[config.mk]
export PLATFORM = sky130hd
export DESIGN_NAME = scc_channel
export DESIGN_NICKNAME = d
export VERILOG_FILES = /design/src/scc_pkg.sv /design/src/scc_channel.sv
export SDC_FILE = /design/constraint.sdc
export NUM_CORES = 1
export LEC_CHECK = 0
export ABC_AREA = 1
export ABC_CLOCK_PERIOD_IN_PS = 6300
export BUFFER_PORTS_ARGS = -buffer_cell sky130_fd_sc_hd__buf_2
export CAP_MARGIN = 10
export CORE_MARGIN = 1
export CORE_UTILIZATION = 45
export CTS_CLUSTER_DIAMETER = 60
export DETAILED_ROUTE_END_ITERATION = 12
export GPL_TIMING_DRIVEN = 0
export PLACE_DENSITY_LB_ADDON = 0.05
export SYNTH_ARGS = -nofsm -noshare
export SYNTH_HDL_FRONTEND = slang
export SYNTH_SLANG_ARGS = --single-unit
[constraint.sdc]
create_clock -name clock -period 6.3 [get_ports clock]
set_input_delay 0.63 -clock clock [delete_from_list [all_inputs] [get_ports clock]]
set_output_delay 0.63 -clock clock [all_outputs]
set_load 0.05 [all_outputs]
[src/scc_pkg.sv]
// Constants shared by the serial communication channel.
// Assumes a single 200 MHz clock and an 8-bit register port.
package scc_pkg;

	// ----------------------------------------------------------------
	// Register map
	// ----------------------------------------------------------------
	localparam int          ADDR_W         = 3;
	localparam int          DATA_W         = 8;
	localparam logic [2:0]  ADDR_RX_HOLD   = 3'h0;
	localparam logic [2:0]  ADDR_TX_HOLD   = 3'h1;
	localparam logic [2:0]  ADDR_MODE      = 3'h2;
	localparam logic [2:0]  ADDR_CTRL      = 3'h3;
	localparam logic [2:0]  ADDR_STATUS    = 3'h4;
	localparam logic [2:0]  ADDR_BAUD      = 3'h5;

	// ----------------------------------------------------------------
	// Reset values
	// ----------------------------------------------------------------
	localparam logic [7:0]  RX_HOLD_RESET  = 8'h00;
	localparam logic [7:0]  TX_HOLD_RESET  = 8'hFF;
	localparam logic [7:0]  MODE_RESET     = 8'h00;
	localparam logic [7:0]  CTRL_RESET     = 8'h00;
	localparam logic [7:0]  BAUD_RESET     = 8'h00;

	// ----------------------------------------------------------------
	// Mode register fields
	// ----------------------------------------------------------------
	localparam int          MODE_SYNC      = 7;
	localparam int          MODE_CHR7      = 6;
	localparam int          MODE_PAR_EN    = 5;
	localparam int          MODE_PAR_ODD   = 4;
	localparam int          MODE_TWO_STOP  = 3;
	localparam int          MODE_MULTIPROC = 2;
	localparam int          MODE_MSB_FIRST = 1;
	localparam int          MODE_SMART     = 0;

	// ----------------------------------------------------------------
	// Control register fields
	// ----------------------------------------------------------------
	localparam int          CTRL_TX_IE     = 7;
	localparam int          CTRL_RX_IE     = 6;
	localparam int          CTRL_TX_EN     = 5;
	localparam int          CTRL_RX_EN     = 4;
	localparam int          CTRL_MPB_TX    = 3;
	localparam int          CTRL_TEND_IE   = 2;
	localparam int          CTRL_INVERSE   = 1;
	localparam int          CTRL_EXT_CLK   = 0;

	// ----------------------------------------------------------------
	// Status register fields
	// ----------------------------------------------------------------
	localparam int          STAT_TX_EMPTY  = 7;
	localparam int          STAT_RX_FULL   = 6;
	localparam int          STAT_OVERRUN   = 5;
	localparam int          STAT_FRAMING   = 4;
	localparam int          STAT_PARITY    = 3;
	localparam int          STAT_TX_END    = 2;
	localparam int          STAT_RXD_LEVEL = 1;
	localparam int          STAT_MPB_RX    = 0;

	// ----------------------------------------------------------------
	// Timing: ticks per bit and the mid-bit sample point
	// ----------------------------------------------------------------
	localparam logic [3:0]  SUB_LAST       = 4'hF;
	localparam logic [3:0]  SUB_MID        = 4'h7;
	localparam logic [4:0]  ERR_TICKS      = 5'h10;

	typedef enum logic {SCC_RX_IDLE, SCC_RX_FRAME} scc_rx_state_t;

endpackage

[src/scc_channel.sv]
// One serial channel: async, clocked sync and smart card framing.
// Assumes pins come from outside the clock domain and are synchronised.
//
// Summary of operation
// - Receive shifter fills, then moves to holding
// - Receive holding is 8 bits, read-only, zero
// - Writes to receive holding are ignored
// - Shifter free for next frame right away
// - Empty shifter loads holding and starts sending
// - Pending data loads back to back, no gap
// - Transmit holding always read/write; resets to FF
// - Transmitter and receiver run independently
// - Async: 7/8 bits, 1/2 stops, parity
// - Async flags parity, overrun and framing errors
// - Serial input level readable by software
// - Sync: 8 bits, only overrun detected
// - LSB/MSB first, async 7-bit always LSB
// - Four interrupt requests leave the channel
// - Empty and full also trigger transfers
// - Internal or external clock, not smart card
// - Smart card: parity error drives error signal
// - Smart card: error signal causes resend
// - Smart card: direct and inverse conventions
// - Clock pin two-way, data in, data out
// - 7-bit mode drops holding bit 7
// - Only first stop checked; low second restarts
// - Parity select: 0 even, 1 odd
// - Multiprocessor format suppresses parity
`timescale 1ns/1ps
`default_nettype none

module scc_channel
(
	input  wire logic       clock,
	input  wire logic       rst,
	input  wire logic [2:0] reg_addr,
	input  wire logic [7:0] reg_wdata,
	input  wire logic       reg_wr,
	input  wire logic       reg_rd,
	output logic      [7:0] reg_rdata,
	input  wire logic       rxd_pin,
	output logic            txd_pin,
	input  wire logic       sck_in,
	output logic            sck_out,
	output logic            sck_oe,
	output logic            irq_tx_end,
	output logic            irq_tx_empty,
	output logic            irq_rx_full,
	output logic            irq_rx_err,
	output logic            dma_tx_req,
	output logic            dma_rx_req
);

	// ----------------------------------------------------------------
	// Frame builder and helpers
	// ----------------------------------------------------------------
	function automatic logic [7:0] bit_rev(input logic [7:0] v);
		logic [7:0] r;
		r = 8'h00;
		for (int i = 0; i < 8; i++)
			r[i] = v[7 - i];
		return r;
	endfunction

	// Returns {length, line bits}; bit 0 goes out first
	function automatic logic [15:0] frame_build(input logic [7:0] d, input logic seven,
		input logic sync, input logic par_on, input logic odd, input logic mp,
		input logic mpb, input logic two, input logic msbf, input logic inv);
		logic [11:0] f;
		logic [7:0]  o;
		int          pos;
		f   = 12'hFFF;
		o   = msbf ? bit_rev(d) : d;
		o   = inv ? ~o : o;
		if (seven)
			o[7] = 1'b0;
		pos = 0;
		if (!sync)
		begin
			f[0] = 1'b0;
			pos  = 1;
		end
		for (int i = 0; i < 8; i++)
			if (i < 7 || !seven)
				f[pos + i] = o[i];
		pos = pos + (seven ? 7 : 8);
		if (par_on)
		begin
			f[pos] = (^o) ^ odd;
			pos    = pos + 1;
		end
		if (mp)
		begin
			f[pos] = mpb;
			pos    = pos + 1;
		end
		if (!sync)
			pos = pos + (two ? 2 : 1);
		return {pos[3:0], f};
	endfunction

	// ----------------------------------------------------------------
	// Registers and state
	// ----------------------------------------------------------------
	logic [7:0]  rx_hold_q, tx_hold_q, mode_q, ctrl_q, baud_q, baud_cnt_q;
	logic        tx_empty_q, rx_full_q, overrun_q, framing_q, parity_q;
	logic        tx_end_q, mpb_rx_q;
	logic [2:0]  rxd_sync_q, sck_sync_q;
	logic [3:0]  phase_q, tx_sub_q, rx_sub_q, tx_left_q, rx_idx_q;
	logic [11:0] tx_sh_q;
	logic [7:0]  tx_saved_q;
	logic        tx_busy_q, txd_q, retry_q, sck_q;
	logic [8:0]  rx_bits_q;
	logic [4:0]  err_cnt_q;
	scc_pkg::scc_rx_state_t rx_state_q;

	// ----------------------------------------------------------------
	// Mode decode
	// ----------------------------------------------------------------
	logic smart, sync_m, seven, mp, par_on, msbf, inv, ext, two;
	logic tx_en, rx_en;
	logic [3:0] dlen, rx_total;
	assign smart    = mode_q[scc_pkg::MODE_SMART];
	assign sync_m   = mode_q[scc_pkg::MODE_SYNC] & ~smart;
	assign seven    = ~sync_m & ~smart & mode_q[scc_pkg::MODE_CHR7];
	assign mp       = ~sync_m & ~smart & mode_q[scc_pkg::MODE_MULTIPROC];
	assign par_on   = ~sync_m & ~mp & (mode_q[scc_pkg::MODE_PAR_EN] | smart);
	assign two      = mode_q[scc_pkg::MODE_TWO_STOP] | smart;  // Guard time
	assign inv      = smart & ctrl_q[scc_pkg::CTRL_INVERSE];
	assign msbf     = (mode_q[scc_pkg::MODE_MSB_FIRST] & ~seven) | inv;
	assign ext      = ctrl_q[scc_pkg::CTRL_EXT_CLK] & ~smart;
	assign tx_en    = ctrl_q[scc_pkg::CTRL_TX_EN];
	assign rx_en    = ctrl_q[scc_pkg::CTRL_RX_EN];
	assign dlen     = seven ? 4'h7 : 4'h8;
	assign rx_total = dlen + {3'h0, par_on} + {3'h0, mp} + 4'h1;

	// ----------------------------------------------------------------
	// Pin synchronisers; stage 0 feeds only stage 1
	// ----------------------------------------------------------------
	always_ff @(posedge clock)
	begin
		if (rst)
		begin
			rxd_sync_q <= 3'h7;
			sck_sync_q <= 3'h7;
		end
		else
		begin
			rxd_sync_q <= {rxd_sync_q[1:0], rxd_pin};
			sck_sync_q <= {sck_sync_q[1:0], sck_in};
		end
	end

	logic rxd_lvl, rxd_fall, sck_rise, sck_fall;
	assign rxd_lvl  = rxd_sync_q[1];
	assign rxd_fall = rxd_sync_q[2] & ~rxd_sync_q[1];
	assign sck_rise = sck_sync_q[1] & ~sck_sync_q[2];
	assign sck_fall = sck_sync_q[2] & ~sck_sync_q[1];

	// ----------------------------------------------------------------
	// Clocking: baud divider, sixteenth-bit tick and sync bit clock
	// ----------------------------------------------------------------
	logic int_tick, tick, clk_run, sclk_fall, sclk_rise, tx_bit_end, rx_sample;
	assign int_tick  = (baud_cnt_q == baud_q);
	assign tick      = ext ? sck_rise : int_tick;
	assign clk_run   = sync_m & ~ext & (tx_busy_q | ~tx_empty_q | rx_en);
	assign sclk_fall = ext ? sck_fall : (clk_run & int_tick & phase_q == scc_pkg::SUB_LAST);
	assign sclk_rise = ext ? sck_rise : (clk_run & int_tick & phase_q == scc_pkg::SUB_MID);
	assign tx_bit_end = sync_m ? sclk_fall : (tick & tx_sub_q == scc_pkg::SUB_LAST);
	assign rx_sample  = tick & rx_sub_q == scc_pkg::SUB_MID;

	// Divider runs free so the bit rate never depends on traffic
	always_ff @(posedge clock)
	begin
		if (rst)
			baud_cnt_q <= 8'h00;
		else if (int_tick)
			baud_cnt_q <= 8'h00;
		else
			baud_cnt_q <= baud_cnt_q + 8'h01;
	end

	// Sync clock: low in first half of a bit, idles high
	always_ff @(posedge clock)
	begin
		if (rst)
		begin
			phase_q <= scc_pkg::SUB_LAST;
			sck_q   <= 1'b1;
		end
		else
		begin
			if (!clk_run)
				phase_q <= scc_pkg::SUB_LAST;
			else if (int_tick)
				phase_q <= phase_q + 4'h1;
			sck_q <= clk_run ? phase_q[3] : 1'b1;
		end
	end

	assign sck_out = sck_q;
	assign sck_oe  = sync_m & ~ext;

	// ----------------------------------------------------------------
	// Transmitter
	// ----------------------------------------------------------------
	logic        tx_load, tx_done, tx_hold_wr, rx_sample_tx;
	logic [15:0] tx_frame;
	logic [7:0]  tx_src;
	assign tx_hold_wr = reg_wr & reg_addr == scc_pkg::ADDR_TX_HOLD;
	assign tx_done    = tx_busy_q & tx_bit_end & tx_left_q == 4'h1;
	// Resend has priority over fresh data after an error signal
	assign tx_src   = (smart & retry_q) ? tx_saved_q : tx_hold_q;
	assign tx_frame = frame_build(tx_src, seven, sync_m, par_on,
		mode_q[scc_pkg::MODE_PAR_ODD], mp, ctrl_q[scc_pkg::CTRL_MPB_TX], two, msbf, inv);
	assign tx_load  = tx_en & (~tx_empty_q | (smart & retry_q))
		& (sync_m ? sclk_fall : 1'b1) & (~tx_busy_q | tx_done);

	always_ff @(posedge clock)
	begin
		if (rst)
		begin
			tx_busy_q  <= 1'b0;
			txd_q      <= 1'b1;
			tx_sh_q    <= 12'hFFF;
			tx_left_q  <= 4'h0;
			tx_sub_q   <= 4'h0;
			tx_saved_q <= 8'h00;
			retry_q    <= 1'b0;
		end
		else
		begin
			if (tick)
				tx_sub_q <= tx_sub_q + 4'h1;
			if (tx_load)
			begin
				tx_busy_q  <= 1'b1;
				txd_q      <= tx_frame[0];
				tx_sh_q    <= {1'b1, tx_frame[11:1]};
				tx_left_q  <= tx_frame[15:12];
				tx_sub_q   <= 4'h0;
				tx_saved_q <= tx_src;
				retry_q    <= 1'b0;
			end
			else if (tx_done || (tx_busy_q && !tx_en))
			begin
				tx_busy_q <= 1'b0;
				txd_q     <= 1'b1;
			end
			else if (tx_busy_q && tx_bit_end)
			begin
				txd_q     <= tx_sh_q[0];
				tx_sh_q   <= {1'b1, tx_sh_q[11:1]};
				tx_left_q <= tx_left_q - 4'h1;
			end
			// Card pulls the line low in the first guard bit on error
			if (smart && tx_busy_q && tx_left_q == 4'h2 && rx_sample_tx && !rxd_lvl)
				retry_q <= 1'b1;
		end
	end

	assign rx_sample_tx = tick & tx_sub_q == scc_pkg::SUB_MID;

	// Error signal overrides the line while it is driven
	assign txd_pin = txd_q & (err_cnt_q == 5'h00);

	// ----------------------------------------------------------------
	// Receiver
	// ----------------------------------------------------------------
	logic       rx_done, par_err, frame_err;
	logic [7:0] rx_line, rx_data;
	// Clocked mode: the eighth bit lands on the completing edge, so take it live
	assign rx_line = sync_m ? {rxd_lvl, rx_bits_q[6:0]}
		: (seven ? {1'b0, rx_bits_q[6:0]} : rx_bits_q[7:0]);
	assign rx_data = msbf ? bit_rev(inv ? ~rx_line : rx_line) : (inv ? ~rx_line : rx_line);
	assign par_err = par_on & ((^rx_line) ^ rx_bits_q[dlen] ^ mode_q[scc_pkg::MODE_PAR_ODD]);
	// Stop is sampled live at completion; only the first is checked
	assign frame_err = ~sync_m & ~rxd_lvl;
	assign rx_done = sync_m ? (rx_en & sclk_rise & rx_idx_q == 4'h7)
		: (rx_state_q == scc_pkg::SCC_RX_FRAME & rx_sample & rx_idx_q == rx_total);

	always_ff @(posedge clock)
	begin
		if (rst)
		begin
			rx_state_q <= scc_pkg::SCC_RX_IDLE;
			rx_idx_q   <= 4'h0;
			rx_sub_q   <= 4'h0;
			rx_bits_q  <= 9'h000;
		end
		else if (!rx_en)
		begin
			rx_state_q <= scc_pkg::SCC_RX_IDLE;
			rx_idx_q   <= 4'h0;
		end
		else if (sync_m)
		begin
			if (sclk_rise)
			begin
				rx_bits_q[rx_idx_q[2:0]] <= rxd_lvl;
				rx_idx_q <= (rx_idx_q >= 4'h7) ? 4'h0 : rx_idx_q + 4'h1;
			end
		end
		else
		begin
			if (tick)
				rx_sub_q <= rx_sub_q + 4'h1;
			unique case (rx_state_q)
				scc_pkg::SCC_RX_IDLE:
					if (rxd_fall)
					begin
						rx_state_q <= scc_pkg::SCC_RX_FRAME;
						rx_sub_q   <= 4'h0;
						rx_idx_q   <= 4'h0;
					end
				scc_pkg::SCC_RX_FRAME:
					if (rx_sample)
					begin
						if (rx_idx_q == 4'h0 && rxd_lvl)
							rx_state_q <= scc_pkg::SCC_RX_IDLE;            // False start
						else if (rx_done)
							rx_state_q <= scc_pkg::SCC_RX_IDLE;
						else
						begin
							if (rx_idx_q != 4'h0)
								rx_bits_q[rx_idx_q - 4'h1] <= rxd_lvl;
							rx_idx_q <= rx_idx_q + 4'h1;
						end
					end
			endcase
		end
	end

	// Smart card error signal lasts one bit time
	always_ff @(posedge clock)
	begin
		if (rst)
			err_cnt_q <= 5'h00;
		else if (rx_done && smart && par_err)
			err_cnt_q <= scc_pkg::ERR_TICKS;
		else if (tick && err_cnt_q != 5'h00)
			err_cnt_q <= err_cnt_q - 5'h01;
	end

	// ----------------------------------------------------------------
	// Holding registers and flags; hardware set wins over clear
	// ----------------------------------------------------------------
	logic rx_hold_rd, stat_wr;
	assign rx_hold_rd = reg_rd & reg_addr == scc_pkg::ADDR_RX_HOLD;
	assign stat_wr    = reg_wr & reg_addr == scc_pkg::ADDR_STATUS;

	always_ff @(posedge clock)
	begin
		if (rst)
		begin
			rx_hold_q <= scc_pkg::RX_HOLD_RESET;
			rx_full_q <= 1'b0;
			overrun_q <= 1'b0;
			framing_q <= 1'b0;
			parity_q  <= 1'b0;
			mpb_rx_q  <= 1'b0;
		end
		else
		begin
			if (rx_hold_rd)
				rx_full_q <= 1'b0;
			if (stat_wr && !reg_wdata[scc_pkg::STAT_OVERRUN])
				overrun_q <= 1'b0;
			if (stat_wr && !reg_wdata[scc_pkg::STAT_FRAMING])
				framing_q <= 1'b0;
			if (stat_wr && !reg_wdata[scc_pkg::STAT_PARITY])
				parity_q <= 1'b0;
			if (rx_done)
			begin
				if (rx_full_q && !rx_hold_rd)
					overrun_q <= 1'b1;
				else
				begin
					rx_hold_q <= rx_data;
					rx_full_q <= 1'b1;
					mpb_rx_q  <= mp & rx_bits_q[dlen];
					if (frame_err)
						framing_q <= 1'b1;
					if (par_err)
						parity_q <= 1'b1;
				end
			end
		end
	end

	always_ff @(posedge clock)
	begin
		if (rst)
		begin
			tx_hold_q  <= scc_pkg::TX_HOLD_RESET;
			tx_empty_q <= 1'b1;
			tx_end_q   <= 1'b1;
		end
		else
		begin
			if (tx_hold_wr)
			begin
				tx_hold_q  <= reg_wdata;
				tx_empty_q <= 1'b0;
				tx_end_q   <= 1'b0;
			end
			if (tx_load && !(smart && retry_q))
				tx_empty_q <= 1'b1;
			if (tx_done && !tx_load)
				tx_end_q <= 1'b1;
		end
	end

	// ----------------------------------------------------------------
	// Configuration registers and read port
	// ----------------------------------------------------------------
	always_ff @(posedge clock)
	begin
		if (rst)
		begin
			mode_q <= scc_pkg::MODE_RESET;
			ctrl_q <= scc_pkg::CTRL_RESET;
			baud_q <= scc_pkg::BAUD_RESET;
		end
		else if (reg_wr)
		begin
			unique case (reg_addr)
				scc_pkg::ADDR_MODE: mode_q <= reg_wdata;
				scc_pkg::ADDR_CTRL: ctrl_q <= reg_wdata;
				scc_pkg::ADDR_BAUD: baud_q <= reg_wdata;
				default:            ;
			endcase
		end
	end

	logic [7:0] status;
	assign status = {tx_empty_q, rx_full_q, overrun_q, framing_q, parity_q,
		tx_end_q, rxd_lvl, mpb_rx_q};

	// Read data stands in the cycle after the strobe only
	always_ff @(posedge clock)
	begin
		if (rst || !reg_rd)
			reg_rdata <= 8'h00;
		else
		begin
			unique case (reg_addr)
				scc_pkg::ADDR_RX_HOLD: reg_rdata <= rx_hold_q;
				scc_pkg::ADDR_TX_HOLD: reg_rdata <= tx_hold_q;
				scc_pkg::ADDR_MODE:    reg_rdata <= mode_q;
				scc_pkg::ADDR_CTRL:    reg_rdata <= ctrl_q;
				scc_pkg::ADDR_STATUS:  reg_rdata <= status;
				scc_pkg::ADDR_BAUD:    reg_rdata <= baud_q;
				default:               reg_rdata <= 8'h00;
			endcase
		end
	end

	// ----------------------------------------------------------------
	// Requests; both paths run side by side
	// ----------------------------------------------------------------
	assign irq_tx_empty = ctrl_q[scc_pkg::CTRL_TX_IE] & tx_empty_q;
	assign irq_tx_end   = ctrl_q[scc_pkg::CTRL_TEND_IE] & tx_end_q;
	assign irq_rx_full  = ctrl_q[scc_pkg::CTRL_RX_IE] & rx_full_q;
	assign irq_rx_err   = ctrl_q[scc_pkg::CTRL_RX_IE] & (overrun_q | framing_q | parity_q);
	assign dma_tx_req   = tx_en & tx_empty_q;
	assign dma_rx_req   = rx_en & rx_full_q;

endmodule

`default_nettype wire

==> flow_metrics.tcl <==
set metrics [dict create \
    drv_slew 0 \
    met2_usage 0.429 \
    dr.pass1.iters 6 \
    die_area_sq_mm 0.0177 \
    synth_edf_count 0 \
    period_needed_ps 3710 \
    yosysSeqAreaShare 0.329 \
    cts.clk_slew.worst_paths_ps 60 \
    fmax_mhz 270 \
    synthFlopType "dfxtp_1" \
    finalSetupTns_ps 0 \
    postSynthCellCount 1193 \
    crit_family "buffers and inverters" \
    vdd_drop_max_uv 206 \
    p_sw_mw 0.637 \
    p_sw_frac 0.291 \
    grt_overflow 0 \
    htreeDepth 4 \
    routed_wl_um 23800 \
    critPathBufInv 7 \
    grt_use_total 0.279 \
    finalCritPeriodShare 0.588 \
    worstSetupStartpointType "flop" \
    hold_ws_ps 396 \
    critPathRequiredTime_ps 6660 \
    cp_slowest_cell "buf_1" \
    wl_per_cell_um 16.1 \
    core_sq_mm 0.0167 \
    post_cts.repair.setup_buffers 0 \
    critical_path_class "reg -> reg" \
    async_flop_share 0 \
    p_seq_frac 0.388 \
    synth_area_leaders "dfxtp_1 (33%), nand2_1 (14%), inv_1 (7.7%)" \
    diodes 0 \
    cts_resized 0 \
    drc_errors 0 \
    die_h_um 133 \
    internal_power_mw 1.55 \
    synth_commonest_cells "nand2_1 (280), inv_1 (158), nor2_1 (129)" \
    hold_viol 0 \
    crit_fanout 11 \
    p_comb_frac 0.143 \
    fin_skew_ps 8.08 \
    slowest_delay_ps 370 \
    worst_pin_slew_ps 1060 \
    syn_area_sq_mm 0.00773 \
    holdBufCountCts 0 \
    fp.dieW_um 133 \
    ys_ff_latch 127 \
    rows 47 \
    drt_iter0_drc 594 \
    initial_utilization 0.463 \
    drive_above_1_share 0.0939 \
    hp-class "in -> reg" \
    utilization 0.526 \
    routed_via_density 5.29 \
    tritoncts "done" \
    cts_buffer_depth 2 \
    relSlewSlack 0.287 \
    ys.warnings.count 0 \
    gp_congestion 0.926 \
    powerDensity_mw_per_mm2 249 \
    grt_use_met1 0.388 \
    postSynthAreaPerCell_sq_um 6.48 \
    clock_power_share 0.469 \
    critPathMostFrequentCell "nand2_1" \
    antenna_found_initial 0 \
    grt_pass1_vias 7163 \
    cp.arrival_ps 4070 \
    end_kind "flop" \
    synthesis.nets 1240 \
    grt_max_degree 17 \
    io_buffers 32 \
    clock_sinks 127 \
    use_met3 0.0571 \
    dpl.hpwl_um 18200 \
    yosys.cell_count.top_type "nand2_1" \
    synth.distinct_cells 49 \
    vias 7808 \
    clk_latency_ps 430 \
    rsz0062_at_grt "false" \
    grt_pass1_wl_um 38300 \
    busiest_layer "met2" \
    drtAntennaViolNets 0 \
    synth_top_area_share 0.329 \
    outcome "finished, final reports clean" \
    synth_area_leader_cell "dfxtp_1" \
    syn_to_final_growth_pct 13.5 \
    path_cells "buf_4, nor2_4, inv_2, buf_2, buf_1, ha_1, o21ai_0, inv_1, ha_1, nand2_1, inv_1, xor2_1, nand2_1, o21ai_0, nand3_1, nand2_1, inv_2, nor2_1" \
    nNetsFinal 1291 \
    pin_count 34 \
    setup_violations 0 \
    cts_root_buf "clkbuf_16" \
    leakage_nw 3.98 \
    cts_buffers 17 \
    drv_cap 0 \
    fill_cells 1763 \
]
==> cell type report <==
type / count / area, sq um / share of cell area
Clock inverter: 11 / 129 / 0.0147
Multi-Input combinational cell: 856 / 4370 / 0.498
Buffer: 35 / 163 / 0.0185
Timing Repair Buffer: 32 / 160 / 0.0182
Tap cell: 220 / 275 / 0.0314
Clock buffer: 21 / 480 / 0.0547
Sequential cell: 127 / 2540 / 0.290
Inverter: 175 / 657 / 0.0748
==> metal layers <==
layer,share of wire,vias up
met1,0.46,3542
met2,0.44,241
met4,0.026,0
li1,-,3979
met3,0.075,46
met5,0,-
==> per-stage QoR <==
step,std cells,area [sq um],power (mW),setup slack [ps]
after CTS,1477,8780,2.20,2640
after detailed placement,1445,8170,1.18,2660
final,1477,8780,2.19,2590
after floorplan,1193,7730,1.09,3410
after global routing,1477,8780,2.28,2370
after global placement,1445,8170,1.17,2660
==> registers in the layout, indices dropped and copies added (netlist names), 5 cells and up <==
signal,count
baud_q,8
mode_q,8
rx_hold_q,8
ctrl_q,8
tx_sh_q,11
reg_rdata,8
rx_bits_q,9
err_cnt_q,5
tx_hold_q,8
tx_saved_q,8
baud_cnt_q,8
==> cell families after synthesis <==
kind of cell,share of synthesized area
AO/OA/AOI/OAI,0.158
flip-flops,0.329
buffers and inverters,0.106
AND/OR/NAND/NOR,0.328
adder cells (fa/ha/maj),0.0514
XOR/XNOR,0.0283
==> layout by cell type (no fill, tap or decap), types with 5 or more instances in the layout <==
cell	netlist	layout
buf_1	5	5
o21ai_0	71	71
nor2_1	129	129
nand3_1	99	99
nand2_2	10	10
ha_1	27	27
or2_2	8	8
nand4_1	11	11
nand3b_1	8	8
buf_2	7	39
nand2_1	280	280
xnor2_1	10	10
o21ai_1	17	17
clkbuf_1	18	18
dfxtp_1	127	127
a221oi_1	7	7
inv_2	12	12
inv_1	158	158
o22ai_1	15	15
a21oi_1	74	74
a31oi_1	6	6
clkbuf_16	0	17
nor3_1	16	16
o211ai_1	10	10
clkinv_1	5	5
xor2_1	15	15
==> power by group through the flow <==
| stage | logic [mW] | clock network, mW | registers (mW) |
|---|---|---|---|
| 6_report | 0.312 | 1.03 | 0.850 |
| 3_3_place_gp | 0.307 | 0 | 0.867 |
| 5_1_grt | 0.352 | 1.07 | 0.852 |
| 4_1_cts | 0.311 | 1.04 | 0.850 |
| 3_5_place_dp | 0.308 | 0 | 0.867 |
| 2_1_floorplan | 0.226 | 0 | 0.865 |
==> worst paths after layout <==
kind                            slack [ps]                   endpoint                      from  cells past startpoint
worst max register to register        2590  tx_left_q[3]$_SDFFE_PP0P_    mode_q[0]$_SDFFE_PP0P_                     18
worst min register to register         420   sck_sync_q[1]$_SDFF_PP1_  sck_sync_q[0]$_SDFF_PP1_                      1
worst max-delay path                  2590  tx_left_q[3]$_SDFFE_PP0P_    mode_q[0]$_SDFFE_PP0P_                     18
worst min-delay path                   400   rxd_sync_q[0]$_SDFF_PP1_                   rxd_pin                      2
No activity file was read; power rests on OpenSTA's default activity.
